[src/common/tsim_pkg.sv]
// constants for the t1 status and interrupt-mask block
// assumes: 32-bit axi4-lite register bus, one 125 MHz clock domain
//
// Notes on behaviour
// - match flag when received byte equals either compare
// - empty flag when transmit holding buffer becomes empty
// - status two readable at index 0x21
// - mask one at index 0x7f gates status one
// - mask zero blocks interrupt, flag still records
// - mask one lets a set flag raise interrupt
// - mask two at index 0x6f gates status two
// - unaligned flag set while framer lacks alignment
package tsim_pkg;

  // register indices; byte address is four times the index
  localparam logic [7:0] IDX_STATUS_ONE = 8'h20;  // alarm flags
  localparam logic [7:0] IDX_STATUS_TWO = 8'h21;  // event flags
  localparam logic [7:0] IDX_MASK_TWO = 8'h6f;    // event_interrupt_enable
  localparam logic [7:0] IDX_MASK_ONE = 8'h7f;    // alarm_interrupt_enable
  localparam logic [7:0] IDX_COMPARE_A = 8'h60;   // datalink_compare_a
  localparam logic [7:0] IDX_COMPARE_B = 8'h61;   // datalink_compare_b

  // address shape: byte lanes dropped, index bits above them
  localparam int ADDR_LSB = 2;
  localparam int IDX_BITS = 8;
  localparam int FLAG_BITS = 8;

  // status one bit positions
  localparam int B_LOOPUP = 7;          // loopup_code_seen
  localparam int B_LOOPDOWN = 6;        // loopdown_code_seen
  localparam int B_TXCLKLOST = 5;       // tx_clock_lost
  localparam int B_SLIP = 4;            // elastic store slip
  localparam int B_ALLONES = 3;         // rx_all_ones_alarm
  localparam int B_REMOTE = 2;          // rx_remote_alarm
  localparam int B_CARRIER = 1;         // rx_carrier_lost
  localparam int B_UNALIGNED = 0;       // rx_frame_unaligned

  // status two bit positions
  localparam int B_RXMF = 7;            // rx_multiframe_boundary
  localparam int B_TXMF = 6;            // tx_multiframe_boundary
  localparam int B_SECOND = 5;          // one_second_tick
  localparam int B_RXFULL = 4;          // rx_datalink_full
  localparam int B_TXEMPTY = 3;         // tx_datalink_empty
  localparam int B_MATCH = 2;           // rx_datalink_match
  localparam int B_ABORT = 1;           // rx_datalink_abort
  localparam int B_ROBBED = 0;          // robbed_bit_change

  // reset values
  localparam logic [7:0] RST_MASK = 8'h00;
  localparam logic [7:0] RST_COMPARE = 8'h00;
  localparam logic [7:0] RST_FLAGS = 8'h00;

  // axi response codes
  localparam logic [1:0] RESP_OKAY = 2'h0;
  localparam logic [1:0] RESP_DECERR = 2'h3;

endpackage

[src/common/tsim_flag_if.sv]
// carrier between the register front end and a sticky flag bank
// assumes: both ends on the same clock
`timescale 1ns/10ps
`default_nettype none
interface tsim_flag_if #(parameter int W = 8);
  logic [W-1:0] set;      // hardware set vector, a one-cycle pulse or a held level per event
  logic [W-1:0] mask;     // enable per flag, 1 = interrupt enabled
  logic rdClear;          // software read of this register
  logic [W-1:0] flags;    // sticky flags
  logic pending;          // some enabled flag is set

  modport bank (input set, input mask, input rdClear,
                output flags, output pending);
  modport ctrl (output set, output mask, output rdClear,
                input flags, input pending);
endinterface // tsim_flag_if
`default_nettype wire

[src/design/tsim_flag_bank.sv]
// sticky flag bank with read-to-clear and per-bit enable
// assumes: set and rdClear are synchronous pulses or levels on clk
`timescale 1ns/10ps
`default_nettype none
module tsim_flag_bank #(
  parameter int W = 8
) (
  input wire logic clk,
  input wire logic nrst,
  tsim_flag_if.bank fb
);
  import tsim_pkg::*;

  logic [W-1:0] next_flags;  // flags after this edge

  // refuse an empty bank
  if (W < 1) begin : g_check
    $error("flag bank width must be at least one");
  end

  // set wins over a read clear so no event is lost in that cycle
  always_comb begin
    next_flags = (fb.flags & ~{W{fb.rdClear}}) | fb.set;
  end

  // flags register
  always_ff @(posedge clk) begin
    if (!nrst) begin
      fb.flags <= '0;
    end else begin
      fb.flags <= next_flags;
    end
  end

  // a cleared mask bit still lets the flag record
  always_comb begin
    fb.pending = |(fb.flags & fb.mask);
  end

endmodule // tsim_flag_bank
`default_nettype wire

[src/design/tsim_status_irq.sv]
// status flags, interrupt masks and datalink compare of a t1 framer
// assumes: event inputs come from logic on clk, so no synchronisers;
// assumes: an axi4-lite master on clk, one write and one read at a time
`timescale 1ns/10ps
`default_nettype none
module tsim_status_irq #(
  parameter int AW = 10
) (
  input wire logic clk,
  input wire logic nrst,
  // axi4-lite slave
  input wire logic [AW-1:0] s_axi_awaddr,
  input wire logic s_axi_awvalid,
  output logic s_axi_awready,
  input wire logic [31:0] s_axi_wdata,
  input wire logic [3:0] s_axi_wstrb,
  input wire logic s_axi_wvalid,
  output logic s_axi_wready,
  output logic [1:0] s_axi_bresp,
  output logic s_axi_bvalid,
  input wire logic s_axi_bready,
  input wire logic [AW-1:0] s_axi_araddr,
  input wire logic s_axi_arvalid,
  output logic s_axi_arready,
  output logic [31:0] s_axi_rdata,
  output logic [1:0] s_axi_rresp,
  output logic s_axi_rvalid,
  input wire logic s_axi_rready,
  // alarm levels, laid out as status one
  input wire logic [tsim_pkg::FLAG_BITS-1:0] alarmLevel,
  // event pulses from framer and datalink logic
  input wire logic rxMultiframeBoundary,
  input wire logic txMultiframeBoundary,
  input wire logic oneSecondTick,
  input wire logic rxDatalinkFull,
  input wire logic txDatalinkEmpty,
  input wire logic rxDatalinkAbort,
  input wire logic robbedBitChange,
  input wire logic [7:0] rxDatalinkByte,
  input wire logic rxDatalinkValid,
  // interrupt request, active high level
  output logic irq
);
  import tsim_pkg::*;

  // the decode needs the full index above the byte lanes
  if (AW < ADDR_LSB + IDX_BITS) begin : g_check
    $error("address width too small for the register map");
  end

  tsim_flag_if #(.W(FLAG_BITS)) statusOne ();  // alarm flags
  tsim_flag_if #(.W(FLAG_BITS)) statusTwo ();  // event flags

  logic [7:0] maskOne;      // alarm_interrupt_enable
  logic [7:0] maskTwo;      // event_interrupt_enable
  logic [7:0] compareA;     // datalink_compare_a
  logic [7:0] compareB;     // datalink_compare_b
  logic txEmptyPrev;        // last sample of the empty level
  logic [IDX_BITS-1:0] wrIdx;  // held write index
  logic wrHigh;             // held write address above the map
  logic [7:0] wrData;       // held low write byte
  logic wrStrb;             // held lane-0 strobe
  logic wrFire;             // both halves held, do the write
  logic wrHit;              // write address maps a register
  logic rdFire;             // read address taken this edge
  logic [IDX_BITS-1:0] rdIdx;  // index of the read address
  logic rdHit;              // read address maps a register
  logic [7:0] rdValue;      // byte returned for the read
  logic matchNow;           // received byte hits a compare value
  logic txEmptyEdge;        // buffer just became empty

  // flag banks, one per status register
  tsim_flag_bank #(.W(FLAG_BITS)) u_bankOne (
    .clk(clk),
    .nrst(nrst),
    .fb(statusOne.bank)
  );
  tsim_flag_bank #(.W(FLAG_BITS)) u_bankTwo (
    .clk(clk),
    .nrst(nrst),
    .fb(statusTwo.bank)
  );

  // compare either programmable value against a received byte
  always_comb begin
    matchNow = rxDatalinkValid &&
      (rxDatalinkByte == compareA || rxDatalinkByte == compareB);
    txEmptyEdge = txDatalinkEmpty && !txEmptyPrev;
  end

  // level history for the empty edge; reset low so an empty buffer
  // out of reset reports once
  always_ff @(posedge clk) begin
    if (!nrst) begin
      txEmptyPrev <= 1'b0;
    end else begin
      txEmptyPrev <= txDatalinkEmpty;
    end
  end

  // alarm levels keep re-setting their flag while they last
  assign statusOne.set = alarmLevel;
  assign statusOne.mask = maskOne;
  assign statusTwo.mask = maskTwo;
  assign statusTwo.set = {rxMultiframeBoundary, txMultiframeBoundary,
                          oneSecondTick, rxDatalinkFull, txEmptyEdge,
                          matchNow, rxDatalinkAbort, robbedBitChange};

  // read of a status register clears it as the value is captured
  always_comb begin
    rdFire = s_axi_arvalid && s_axi_arready;
    rdIdx = s_axi_araddr[ADDR_LSB +: IDX_BITS];
    statusOne.rdClear = rdFire && rdHit && rdIdx == IDX_STATUS_ONE;
    statusTwo.rdClear = rdFire && rdHit && rdIdx == IDX_STATUS_TWO;
  end

  // read decode; unmapped reads return zero with decerr
  always_comb begin
    rdHit = (s_axi_araddr >> (ADDR_LSB + IDX_BITS)) == '0;
    rdValue = 8'h00;
    if (!rdHit) begin
      rdValue = 8'h00;
    end else if (rdIdx == IDX_STATUS_ONE) begin
      rdValue = statusOne.flags;
    end else if (rdIdx == IDX_STATUS_TWO) begin
      rdValue = statusTwo.flags;
    end else if (rdIdx == IDX_MASK_ONE) begin
      rdValue = maskOne;
    end else if (rdIdx == IDX_MASK_TWO) begin
      rdValue = maskTwo;
    end else if (rdIdx == IDX_COMPARE_A) begin
      rdValue = compareA;
    end else if (rdIdx == IDX_COMPARE_B) begin
      rdValue = compareB;
    end else begin
      rdHit = 1'b0;
    end
  end

  // read channel: one read in flight, arready drops until rdata taken
  always_ff @(posedge clk) begin
    if (!nrst) begin
      s_axi_arready <= 1'b1;
      s_axi_rvalid <= 1'b0;
      s_axi_rdata <= 32'h0000_0000;
      s_axi_rresp <= RESP_OKAY;
    end else if (rdFire) begin
      s_axi_arready <= 1'b0;
      s_axi_rvalid <= 1'b1;
      s_axi_rdata <= {24'h00_0000, rdValue};
      s_axi_rresp <= rdHit ? RESP_OKAY : RESP_DECERR;
    end else if (s_axi_rvalid && s_axi_rready) begin
      s_axi_arready <= 1'b1;
      s_axi_rvalid <= 1'b0;
    end
  end

  // write address and data are taken in either order and held
  always_ff @(posedge clk) begin
    if (!nrst) begin
      s_axi_awready <= 1'b1;
      s_axi_wready <= 1'b1;
      wrIdx <= '0;
      wrHigh <= 1'b0;
      wrData <= 8'h00;
      wrStrb <= 1'b0;
    end else if (s_axi_bvalid && s_axi_bready) begin
      s_axi_awready <= 1'b1;
      s_axi_wready <= 1'b1;
    end else begin
      if (s_axi_awvalid && s_axi_awready) begin
        s_axi_awready <= 1'b0;
        wrIdx <= s_axi_awaddr[ADDR_LSB +: IDX_BITS];
        wrHigh <= (s_axi_awaddr >> (ADDR_LSB + IDX_BITS)) != '0;
      end
      if (s_axi_wvalid && s_axi_wready) begin
        s_axi_wready <= 1'b0;
        wrData <= s_axi_wdata[7:0];
        wrStrb <= s_axi_wstrb[0];
      end
    end
  end

  // the write lands once both halves are held and no response waits
  always_comb begin
    wrFire = !s_axi_awready && !s_axi_wready && !s_axi_bvalid;
    wrHit = !wrHigh && (wrIdx == IDX_STATUS_ONE ||
      wrIdx == IDX_STATUS_TWO || wrIdx == IDX_MASK_ONE ||
      wrIdx == IDX_MASK_TWO || wrIdx == IDX_COMPARE_A ||
      wrIdx == IDX_COMPARE_B);
  end

  // write response; status registers ignore writes but answer okay
  always_ff @(posedge clk) begin
    if (!nrst) begin
      s_axi_bvalid <= 1'b0;
      s_axi_bresp <= RESP_OKAY;
    end else if (wrFire) begin
      s_axi_bvalid <= 1'b1;
      s_axi_bresp <= wrHit ? RESP_OKAY : RESP_DECERR;
    end else if (s_axi_bvalid && s_axi_bready) begin
      s_axi_bvalid <= 1'b0;
    end
  end

  // writable registers, only the low byte lane carries data
  always_ff @(posedge clk) begin
    if (!nrst) begin
      maskOne <= RST_MASK;
      maskTwo <= RST_MASK;
      compareA <= RST_COMPARE;
      compareB <= RST_COMPARE;
    end else if (wrFire && wrStrb && !wrHigh) begin
      if (wrIdx == IDX_MASK_ONE) begin
        maskOne <= wrData;
      end else if (wrIdx == IDX_MASK_TWO) begin
        maskTwo <= wrData;
      end else if (wrIdx == IDX_COMPARE_A) begin
        compareA <= wrData;
      end else if (wrIdx == IDX_COMPARE_B) begin
        compareB <= wrData;
      end
    end
  end

  // registered request, one cycle behind the flags
  always_ff @(posedge clk) begin
    if (!nrst) begin
      irq <= 1'b0;
    end else begin
      irq <= statusOne.pending | statusTwo.pending;
    end
  end
endmodule // tsim_status_irq
`default_nettype wire

[config.mk]
export PLATFORM = sky130hd
export DESIGN_NAME = tsim_status_irq
export DESIGN_NICKNAME = d
export VERILOG_FILES = /design/src/common/tsim_pkg.sv /design/src/common/tsim_flag_if.sv /design/src/design/tsim_flag_bank.sv /design/src/design/tsim_status_irq.sv
export SDC_FILE = /design/constraint.sdc
export NUM_CORES = 1
export LEC_CHECK = 0
export BUFFER_PORTS_ARGS = -buffer_cell sky130_fd_sc_hd__buf_2
export CAP_MARGIN = 10
export CELL_PAD_IN_SITES_DETAIL_PLACEMENT = 1
export CELL_PAD_IN_SITES_GLOBAL_PLACEMENT = 1
export CORE_AREA = 2 2 107 109
export DETAILED_ROUTE_END_ITERATION = 10
export DIE_AREA = 0 0 109 111
export PLACE_DENSITY_LB_ADDON = 0.3
export SYNTH_ARGS = -nofsm -noshare
export SYNTH_HDL_FRONTEND = slang
export SYNTH_HIERARCHICAL = 1
export SYNTH_SLANG_ARGS = --single-unit
[constraint.sdc]
create_clock -name clk -period 3 [get_ports clk]
set_input_delay 0.45 -clock clk [delete_from_list [all_inputs] [get_ports clk]]
set_output_delay 0.45 -clock clk [all_outputs]
set_load 0.005 [all_outputs]
==> results of run 1 <==
[sequential cells by signal, summed over array words and instances, names as in the netlist, 8 cells and up]
signal,count
u_bankTwo/fb.flags,8
wrIdx,8
s_axi_rdata,8
u_bankOne/fb.flags,8
maskTwo,8
compareA,8
maskOne,8
compareB,8
wrData,8
[where the power goes]
part	internal (mW)	leakage [nW]	switching [mW]	total, mW
Clock	0.795	0.165	0.434	1.23
Sequential	1.13	0.670	0.0358	1.16
Combinational	0.0991	1.11	0.110	0.209
Total	2.02	1.95	0.580	2.60
[kinds of logic (layout without fill, tap and decap cells)]
group,Yosys count,in the layout,share of synthesized area
AO/OA/AOI/OAI,83,83,0.144
XOR/XNOR,16,16,0.0356
buffers and inverters,47,92,0.0746
flip-flops,82,82,0.417
multiplexers,46,46,0.118
other,1,24,0.000952
AND/OR/NAND/NOR,147,147,0.210
[per-layer routing]
metal  up-vias  global-route usage
li1       1565                   -
met1      1474               0.205
met2        78               0.296
met3        16              0.0447
met4         0              0.0573
met5         -                   0
[through the flow]
stage	cells	setup slack [ps]	instance area, sq um
3_3_place_gp	617	678	4300
6_report	633	1040	4630
4_1_cts	633	1020	4630
3_5_place_dp	617	658	4300
5_1_grt	633	824	4630
2_1_floorplan	445	777	4030
[worst max path at each step]
stage / depth (start not counted) / start / endpoint / slack (ps)
after detailed placement: 7 / s_axi_araddr[6] / u_bankOne/fb.flags[3] / 660
after CTS: 7 / s_axi_araddr[6] / u_bankOne/fb.flags[0] / 1020
after floorplan: 8 / s_axi_araddr[6] / u_bankOne/fb.flags[0] / 780
after global placement: 7 / s_axi_araddr[6] / u_bankOne/fb.flags[0] / 680
final: 7 / s_axi_araddr[6] / u_bankTwo/fb.flags[0] / 1040
after global routing: 4 / s_axi_bvalid / maskOne[7] / 820
[cell usage after synthesis (3+ instances only)]
cell	count
o22ai_1	7
o21a_1	18
clkbuf_1	13
nand4_1	8
a21boi_0	11
nand3_1	24
xnor2_1	16
dfxtp_1	82
a22oi_1	15
a21boi_1	6
nor3_1	3
o21ai_0	19
nand2b_1	5
nor2_1	6
mux2_2	4
nor2b_1	43
nand4b_1	3
and2_1	3
nand2_1	37
buf_4	26
and3_1	4
mux2i_1	42
[cell type report]
cell class / instances / area [sq um]
Clock buffer: 12 / 267
Multi-Input combinational cell: 316 / 2090
Sequential cell: 82 / 1640
Clock inverter: 4 / 72.6
Inverter: 1 / 3.75
Timing Repair Buffer: 75 / 380
Tap cell: 143 / 179
Fill cell: 1297 / 6440
[critical path, delay by kind of cell]
kind / cells / cell delay (ps)
AND/OR/NAND/NOR: 4 / 1170
AO/OA/AOI/OAI: 1 / 170
buffers and inverters: 2 / 390
==> out/qor.csv, run 1 <==
stage,metric,value,unit
placed_design,routabilityCongestion,0.887,
drt,drt-met1-wl,4490,microns
setup_path,required,3230,ps
synth,yosysSeqAreaShare,0.417,
drt,drt_iter0_drc,122,
layout,nNetsFinal,572,
layout,post-route-util,0.418,
floorplan,io-pin-count,129,
floorplan,core_area,11100,sq um
timing,finalCritPeriodShare,0.653,
setup_path,end_kind,register,
drt,avgViaCountPerCell,4.95,
clocking,cts_hold_buf,0,
placed_design,dp_hpwl,7630,microns
grt,grt_pass1_vias,3175,
drt,drc,0,
setup_path,critPathMaxStageDelay,580,ps
hold_path,worstHoldEndpoint,u_bankTwo/fb.flags[7],
setup_path,rrSetupSlack,1060,ps
layout,area_growth,17.6,%
clocking,cts-buffers-inserted,9,
job,maxCapViolCount,0,
drt,via_count,3133,
synth,yosysTopAreaCell,dfxtp_1,
clocking,cts-htree-levels,3,
floorplan,start_util,0.356,
layout,antenna_cells,0,
power,p_total,2.60,mW
setup_path,r2r_cells,4,
grt,grt_use_total,0.172,
synth,synth_seq_cells,82,
clocking,post_cts_buffers,0,
drt,wl_per_cell,16.0,microns
synth,async_reset_ff_frac,0,
drt,wl_met3,445,microns
timing,fin_skew,5.10,ps
placed_design,numPortBuffers,73,
synth,ys_types,42,
power,p_per_area,561,nW/um^2
clocking,cts-root-buf,clkbuf_16,
synth,synth_top_area_frac,0.417,
timing,tightest_slew,842,ps
synth,syn_avg_cell_area,9.34,sq um
timing,final_hold_viol_count,0,
run_status,run_status,"complete, no violations",
timing,min_period,1960,ps
clocking,path_clk_slew,60,ps
power,ir_drop,278,uV
drt,ant_nets,0,
setup_path,crit_fanout,10,
drt,highest_layer,met4,
clocking,clk_path_buf_depth,2,
synth,synthCells,422,
layout,layout_common_cells,"dfxtp_1, buf_2, nor2b_1, mux2i_1, nand2_1",
synth,yosys_warnings,6,
hold_path,hp-start,rxMultiframeBoundary,
setup_path,timing.rr.end,compareB[0],
setup_path,critPathLaunchType,input pin,
drt,wl_met2,4990,microns
clocking,ctsResizeCount,0,
clocking,clk_latency,340,ps
timing,setup_viol,0,
synth,synth.area.top_cells,"dfxtp_1, mux2i_1, nor2b_1, buf_4, xnor2_1",
floorplan,die_h,111,microns
grt,overflow,0,
power,p_leak,1.95,nW
timing,max_slew_margin,0.434,
timing,slew_viol_final,0,
grt,antenna_found_initial,0,
clocking,cts_tree,built,
timing,max_freq,0.510,GHz
drt,drtPass1Iterations,4,
setup_path,crit_arrival,2190,ps
hold_path,whs_path_depth,2,
grt,grt_start_max_net_pins,94,
timing,rsz0062_at_grt,no,
layout,drive_gt1_frac,0.206,
setup_path,slowest_stage,or4_4,
grt,grt_pass1_wl,16000,microns
setup_path,rr_startpoint,s_axi_bvalid,
synth,syn_area,3940,sq um
timing,setup-tns-final,0,ps
clocking,clock-sinks,82,
synth,synth_ff_type,dfxtp_1,
timing,hold_slack,316,ps
synth,synth_edf_count,0,
hold_path,hp-class,in -> reg,
floorplan,fp.dieW,109,microns
setup_path,path_class,in -> reg,
floorplan,dieArea,12100,sq um
layout,final_common_cell,dfxtp_1,
setup_path,crit_chain,buf_2 > or4_4 > nor3_4 > buf_4 > and3_2 > nor2b_1 > o21a_1,
floorplan,core.rowCount,39,
drt,wl,10100,microns
(Power assumes the default switching activity.)
==> inputs of run 2 (changes only) <==
--- a/config.mk
+++ b/config.mk
@@ -9,9 +9,9 @@
 export CAP_MARGIN = 10
 export CELL_PAD_IN_SITES_DETAIL_PLACEMENT = 1
 export CELL_PAD_IN_SITES_GLOBAL_PLACEMENT = 1
-export CORE_AREA = 2 2 107 109
+export CORE_AREA = 2 2 111 113
 export DETAILED_ROUTE_END_ITERATION = 10
-export DIE_AREA = 0 0 109 111
+export DIE_AREA = 0 0 113 115
 export PLACE_DENSITY_LB_ADDON = 0.3
 export SYNTH_ARGS = -nofsm -noshare
 export SYNTH_HDL_FRONTEND = slang
==> constraint.sdc (replaced) <==
create_clock -name clk -period 1.7 [get_ports clk]
set_input_delay 0.255 -clock clk [delete_from_list [all_inputs] [get_ports clk]]
set_output_delay 0.255 -clock clk [all_outputs]
set_load 0.005 [all_outputs]
==> run 2 against run 1 <==
The run now ends with design-rule violations left. Global-route usage barely moved. Non-clock buffer count rose by 16. Via count rose by 3.8%. Setup slack got worse by 900 ps. Hold slack got worse by 190 ps. Power rose by 67%. Critical path type is now reg -> reg.
==> out/qor.csv, run 2 (synthesized netlist as in run 1, its figures left out) <==
stage,metric,value,unit
timing,finalCritPeriodShare,0.919,
drt,wl,10700,microns
power,p_comb_frac,0.093,
clocking,cts-root-buf,clkbuf_16,
floorplan,dieArea,13000,sq um
timing,setup_slack,138,ps
clocking,clock-sinks,82,
layout,multi_input_area,2100,sq um
layout,drive_gt1_frac,0.231,
setup_path,end_kind,register,
floorplan,core.rowCount,40,
timing,fin_skew,6.36,ps
clocking,clk_latency,330,ps
power,p_int,3.34,mW
setup_path,cp_top_family,simple AND/OR/NAND/NOR gates,
power,p_per_area,918,nW/um^2
timing,setup_viol,0,
drt,drtPass1Iterations,9,
grt,grt_start_max_net_pins,63,
layout,layout_common_cells,"dfxtp_1, buf_2, nor2b_1, mux2i_1, nand2_1",
setup_path,path_buf_inv,1,
power,ir_drop,467,uV
clocking,cts-buffers-inserted,9,
clocking,post_cts_buffers,0,
placed_design,dpl_cell_area,4460,sq um
timing,min_period,1560,ps
power,switching_share,0.233,
job,maxCapViolCount,0,
clocking,cts_tree,built,
drt,wl_per_cell,16.5,microns
floorplan,io-pin-count,129,
clocking,path_clk_slew,60,ps
setup_path,critPathLaunchType,register,
power,p_switching,1.02,mW
placed_design,pre_cts_ws,-185,ps
layout,antenna_cells,0,
floorplan,die_h,115,microns
power,pwr-share-seq,0.471,
drt,drt_iter0_drc,167,
placed_design,routabilityCongestion,0.832,
grt,grt_pass1_vias,3502,
setup_path,crit_arrival,1790,ps
placed_design,dp_hpwl,8290,microns
grt,grt_use_total,0.172,
floorplan,fp.dieW,113,microns
clocking,cts-htree-levels,3,
run_status,run_status,"finished, violations left",
drt,via_count,3252,
clocking,ctsResizeCount,0,
setup_path,crit_chain,nor4_1 > buf_4 > nand4_2 > mux2i_1 > nor2b_1,
placed_design,numPortBuffers,73,
timing,max_freq,0.640,GHz
power,p_leak,2.00,nW
hold_path,hp-class,in -> reg,
grt,overflow,0,
drt,ant_nets,0,
layout,area_growth,20.3,%
setup_path,critPathMaxStageDelay,340,ps
timing,slew_viol_final,0,
floorplan,start_util,0.334,
grt,antenna_found_initial,0,
setup_path,slowest_stage,nand4_2,
layout,seq_area,1640,sq um
placed_design,dp_cells,637,
setup_path,required,1930,ps
layout,final_common_cell,dfxtp_1,
timing,rsz0062_at_grt,yes,
setup_path,path_class,reg -> reg,
setup_path,crit_fanout,8,
power,p_clk_frac,0.436,
drt,avgViaCountPerCell,5.00,
layout,design_area,4740,sq um
layout,nFillCells,1406,
power,p_total,4.35,mW
grt,grt_pass1_wl,17500,microns
timing,final_hold_viol_count,0,
timing,setup-tns-final,0,ps
clocking,clk_path_buf_depth,2,
drt,drc,5,
floorplan,core_area,11800,sq um
layout,nNetsFinal,588,
run_status,violations,design-rule violations,
timing,hold_slack,127,ps
layout,post-route-util,0.401,
layout,final_cells,650,
==> run 2: cell types whose count changed in the layout (fill, tap and decap cells not counted), sizes merged <==
| cell | before | now |
|---|---|---|
| bufinv | 2 | 1 |
| buf | 75 | 91 |
| clkbuf | 12 | 10 |
==> run 2: worst reg2reg max path, delay by kind of cell, from the launching register on <==
family        cells  cell delay [ps]
flops             1              320
mux               1              280
simple gates      3              680
buf+inv           1              170
==> run 2: final timing paths <==
kind | start | to | slack, ps | depth (start not counted)
max | wrIdx[1] | compareB[2] | 140 | 5
min | alarmLevel[0] | u_bankOne/fb.flags[0] | 130 | 2
max reg2reg | wrIdx[1] | compareB[2] | 140 | 5
min reg2reg | s_axi_rdata[7] | s_axi_rdata[7] | 490 | 2
==> run 2: cell type report <==
class	count	area share
clock inverter	3	0.00897
multi-input combinational	316	0.444
tap	147	0.0388
clock buffer	10	0.0504
inverter	1	0.000792
timing repair buffer	91	0.111
sequential	82	0.346
==> run 2: routing by layer <==
metal	track usage	wire length [microns]	vias up
li1	-	-	1597
met1	0.197	4580	1548
met2	0.308	5350	88
met3	0.0380	509	19
met4	0.0740	305	0
met5	0	0	-
==> run 2: power by group through the flow <==
stage	Clock, mW	Sequential (mW)	Combinational, mW
3_3_place_gp	0	2.09	0.396
2_1_floorplan	0	2.07	0.291
3_5_place_dp	0	2.09	0.411
5_1_grt	2.01	2.06	0.453
4_1_cts	1.93	2.05	0.413
6_report	1.90	2.05	0.406
==> run 2: repair_timing <==
action | CTS | global route
setup endpoints to repair | 0 | 6
hold endpoints to repair | 0 | 0
hold buffers | 0 | 0
==> inputs of run 3 (changes only) <==
--- a/config.mk
+++ b/config.mk
@@ -9,9 +9,10 @@
 export CAP_MARGIN = 10
 export CELL_PAD_IN_SITES_DETAIL_PLACEMENT = 1
 export CELL_PAD_IN_SITES_GLOBAL_PLACEMENT = 1
-export CORE_AREA = 2 2 111 113
+export CORE_AREA = 2 2 110 112
+export CTS_BUF_LIST = sky130_fd_sc_hd__clkbuf_4
 export DETAILED_ROUTE_END_ITERATION = 10
-export DIE_AREA = 0 0 113 115
+export DIE_AREA = 0 0 112 114
 export PLACE_DENSITY_LB_ADDON = 0.3
 export SYNTH_ARGS = -nofsm -noshare
 export SYNTH_HDL_FRONTEND = slang
==> run 3 against run 2 <==
The run now ends clean. Flip-flop and latch count unchanged. Via count is 0.12% higher. Die area down 1.7%. Fmax is 3.2% lower. First-iteration DRC count shrank 13%. Cell area down 2.7%. Combinational power rose by 1%. Critical endpoint unchanged.
==> out/qor.csv, run 3 (synthesized netlist as in run 1, its figures left out) <==
stage,metric,value,unit
run_status,run_status,"complete, no violations",
clocking,cts_tree,built,
timing,fin_skew,25.0,ps
setup_path,path_buf_inv,1,
setup_path,cp_top_family,simple AND/OR/NAND/NOR gates,
layout,final_cells,654,
timing,setup_viol,0,
layout,layout_common_cells,"dfxtp_1, buf_2, nor2b_1, mux2i_1, nand2_1",
layout,post-route-util,0.394,
job,maxCapViolCount,0,
clocking,path_clk_slew,150,ps
timing,final_hold_viol_count,0,
timing,setup_slack,86.2,ps
layout,drive_gt1_frac,0.233,
setup_path,crit_chain,nor4_1 > buf_4 > nand4_2 > mux2i_1 > nor2b_1,
floorplan,die_h,114,microns
setup_path,critPathLaunchType,register,
drt,wl,10500,microns
layout,final_common_cell,dfxtp_1,
drt,wl_per_cell,16.0,microns
layout,design_area,4610,sq um
hold_path,hp-class,in -> reg,
layout,nNetsFinal,589,
power,ir_drop,325,uV
floorplan,core.rowCount,40,
placed_design,pre_cts_ws,-206,ps
clocking,clock-sinks,82,
clocking,cts-htree-levels,3,
placed_design,dpl_cell_area,4460,sq um
placed_design,numPortBuffers,73,
grt,antenna_found_initial,0,
timing,finalCritPeriodShare,0.949,
layout,area_growth,17.0,%
setup_path,crit_arrival,1950,ps
setup_path,crit_fanout,8,
clocking,clk_path_buf_depth,2,
floorplan,io-pin-count,129,
clocking,clk_latency,440,ps
setup_path,end_kind,register,
timing,min_period,1610,ps
grt,grt_pass1_vias,3322,
timing,max_freq,0.620,GHz
power,p_per_area,768,nW/um^2
floorplan,core_area,11700,sq um
placed_design,dp_cells,636,
setup_path,critPathMaxStageDelay,360,ps
placed_design,routabilityCongestion,0.826,
clocking,cts-buffers-inserted,9,
drt,via_count,3256,
grt,grt_pass1_wl,16700,microns
floorplan,fp.dieW,112,microns
timing,slew_viol_final,0,
grt,grt_use_total,0.164,
drt,drt_iter0_drc,145,
power,p_leak,1.94,nW
setup_path,slowest_stage,dfxtp_1,
drt,drc,0,
grt,overflow,0,
setup_path,path_class,reg -> reg,
floorplan,dieArea,12800,sq um
drt,avgViaCountPerCell,4.98,
setup_path,required,2030,ps
layout,antenna_cells,0,
drt,ant_nets,0,
timing,rsz0062_at_grt,yes,
drt,drtPass1Iterations,4,
clocking,post_cts_buffers,0,
floorplan,start_util,0.336,
placed_design,dp_hpwl,8210,microns
power,p_total,3.54,mW
grt,grt_start_max_net_pins,40,
clocking,cts-root-buf,clkbuf_4,
==> run 3: cell types whose count changed in the layout (fill, tap and decap cells not counted), sizes merged <==
cell,delta
buf,-1
bufinv,-1
clkbuf,-1
clkinv,+1
dlygate4sd3,+2
inv,+4
==> run 3: metrics by stage <==
| step | TNS [ps] | hold WS (ps) |
|---|---|---|
| 3_3_place_gp | -2130 | 463 |
| 4_1_cts | 0 | 0.417 |
| 3_5_place_dp | -2860 | 467 |
| 2_1_floorplan | -2400 | 377 |
| 6_report | 0 | 19.7 |
| 5_1_grt | -674 | 3.15 |
==> run 3: layout make-up <==
cell class                      count  area, sq um
Clock buffer                        9         67.6
Clock inverter                      7         58.8
Inverter                            1         3.75
Timing Repair Buffer               92          551
Tap cell                          147          184
Sequential cell                    82         1640
Fill cell                        1400         7100
Multi-Input combinational cell    316         2100
==> run 3: worst paths after layout <==
kind         slack (ps)  cells past startpoint               endpoint       startpoint
max reg2reg          90                      5            compareB[2]         wrIdx[1]
min reg2reg         510                      2             maskTwo[2]       maskTwo[2]
min                  20                      2  u_bankTwo/fb.flags[1]  rxDatalinkAbort
max                  90                      5            compareB[2]         wrIdx[1]
==> run 3: repair_timing <==
| action | 4_1_cts | 5_1_grt |
|---|---|---|
| hold buffers | 1 | 1 |
| hold endpoints to repair | 1 | 1 |
| endpoints found under the setup margin | 0 | 16 |
| resized for setup | 0 | 0 |
==> run 3: worst register-to-register path, delay by kind of cell, from the launching register on <==
family / cells / cell delay (ps)
and+or+nand+nor: 3 / 710
DFF: 1 / 360
muxes: 1 / 280
buffers and inverters: 1 / 180
==> run 3: metal layers <==
metal	GRT usage	share of wire	vias to the layer above
li1	-	-	1602
met1	0.195	0.44	1549
met2	0.306	0.51	92
met3	0.0335	0.041	13
met4	0.0374	0.011	0
met5	0	0	-
==> run 3: where the power goes <==
group	internal (mW)	leakage, nW	switching, mW	total (mW)
registers	1.99	0.670	0.0645	2.05
logic	0.205	1.20	0.205	0.410
clock network	0.327	0.0692	0.752	1.08
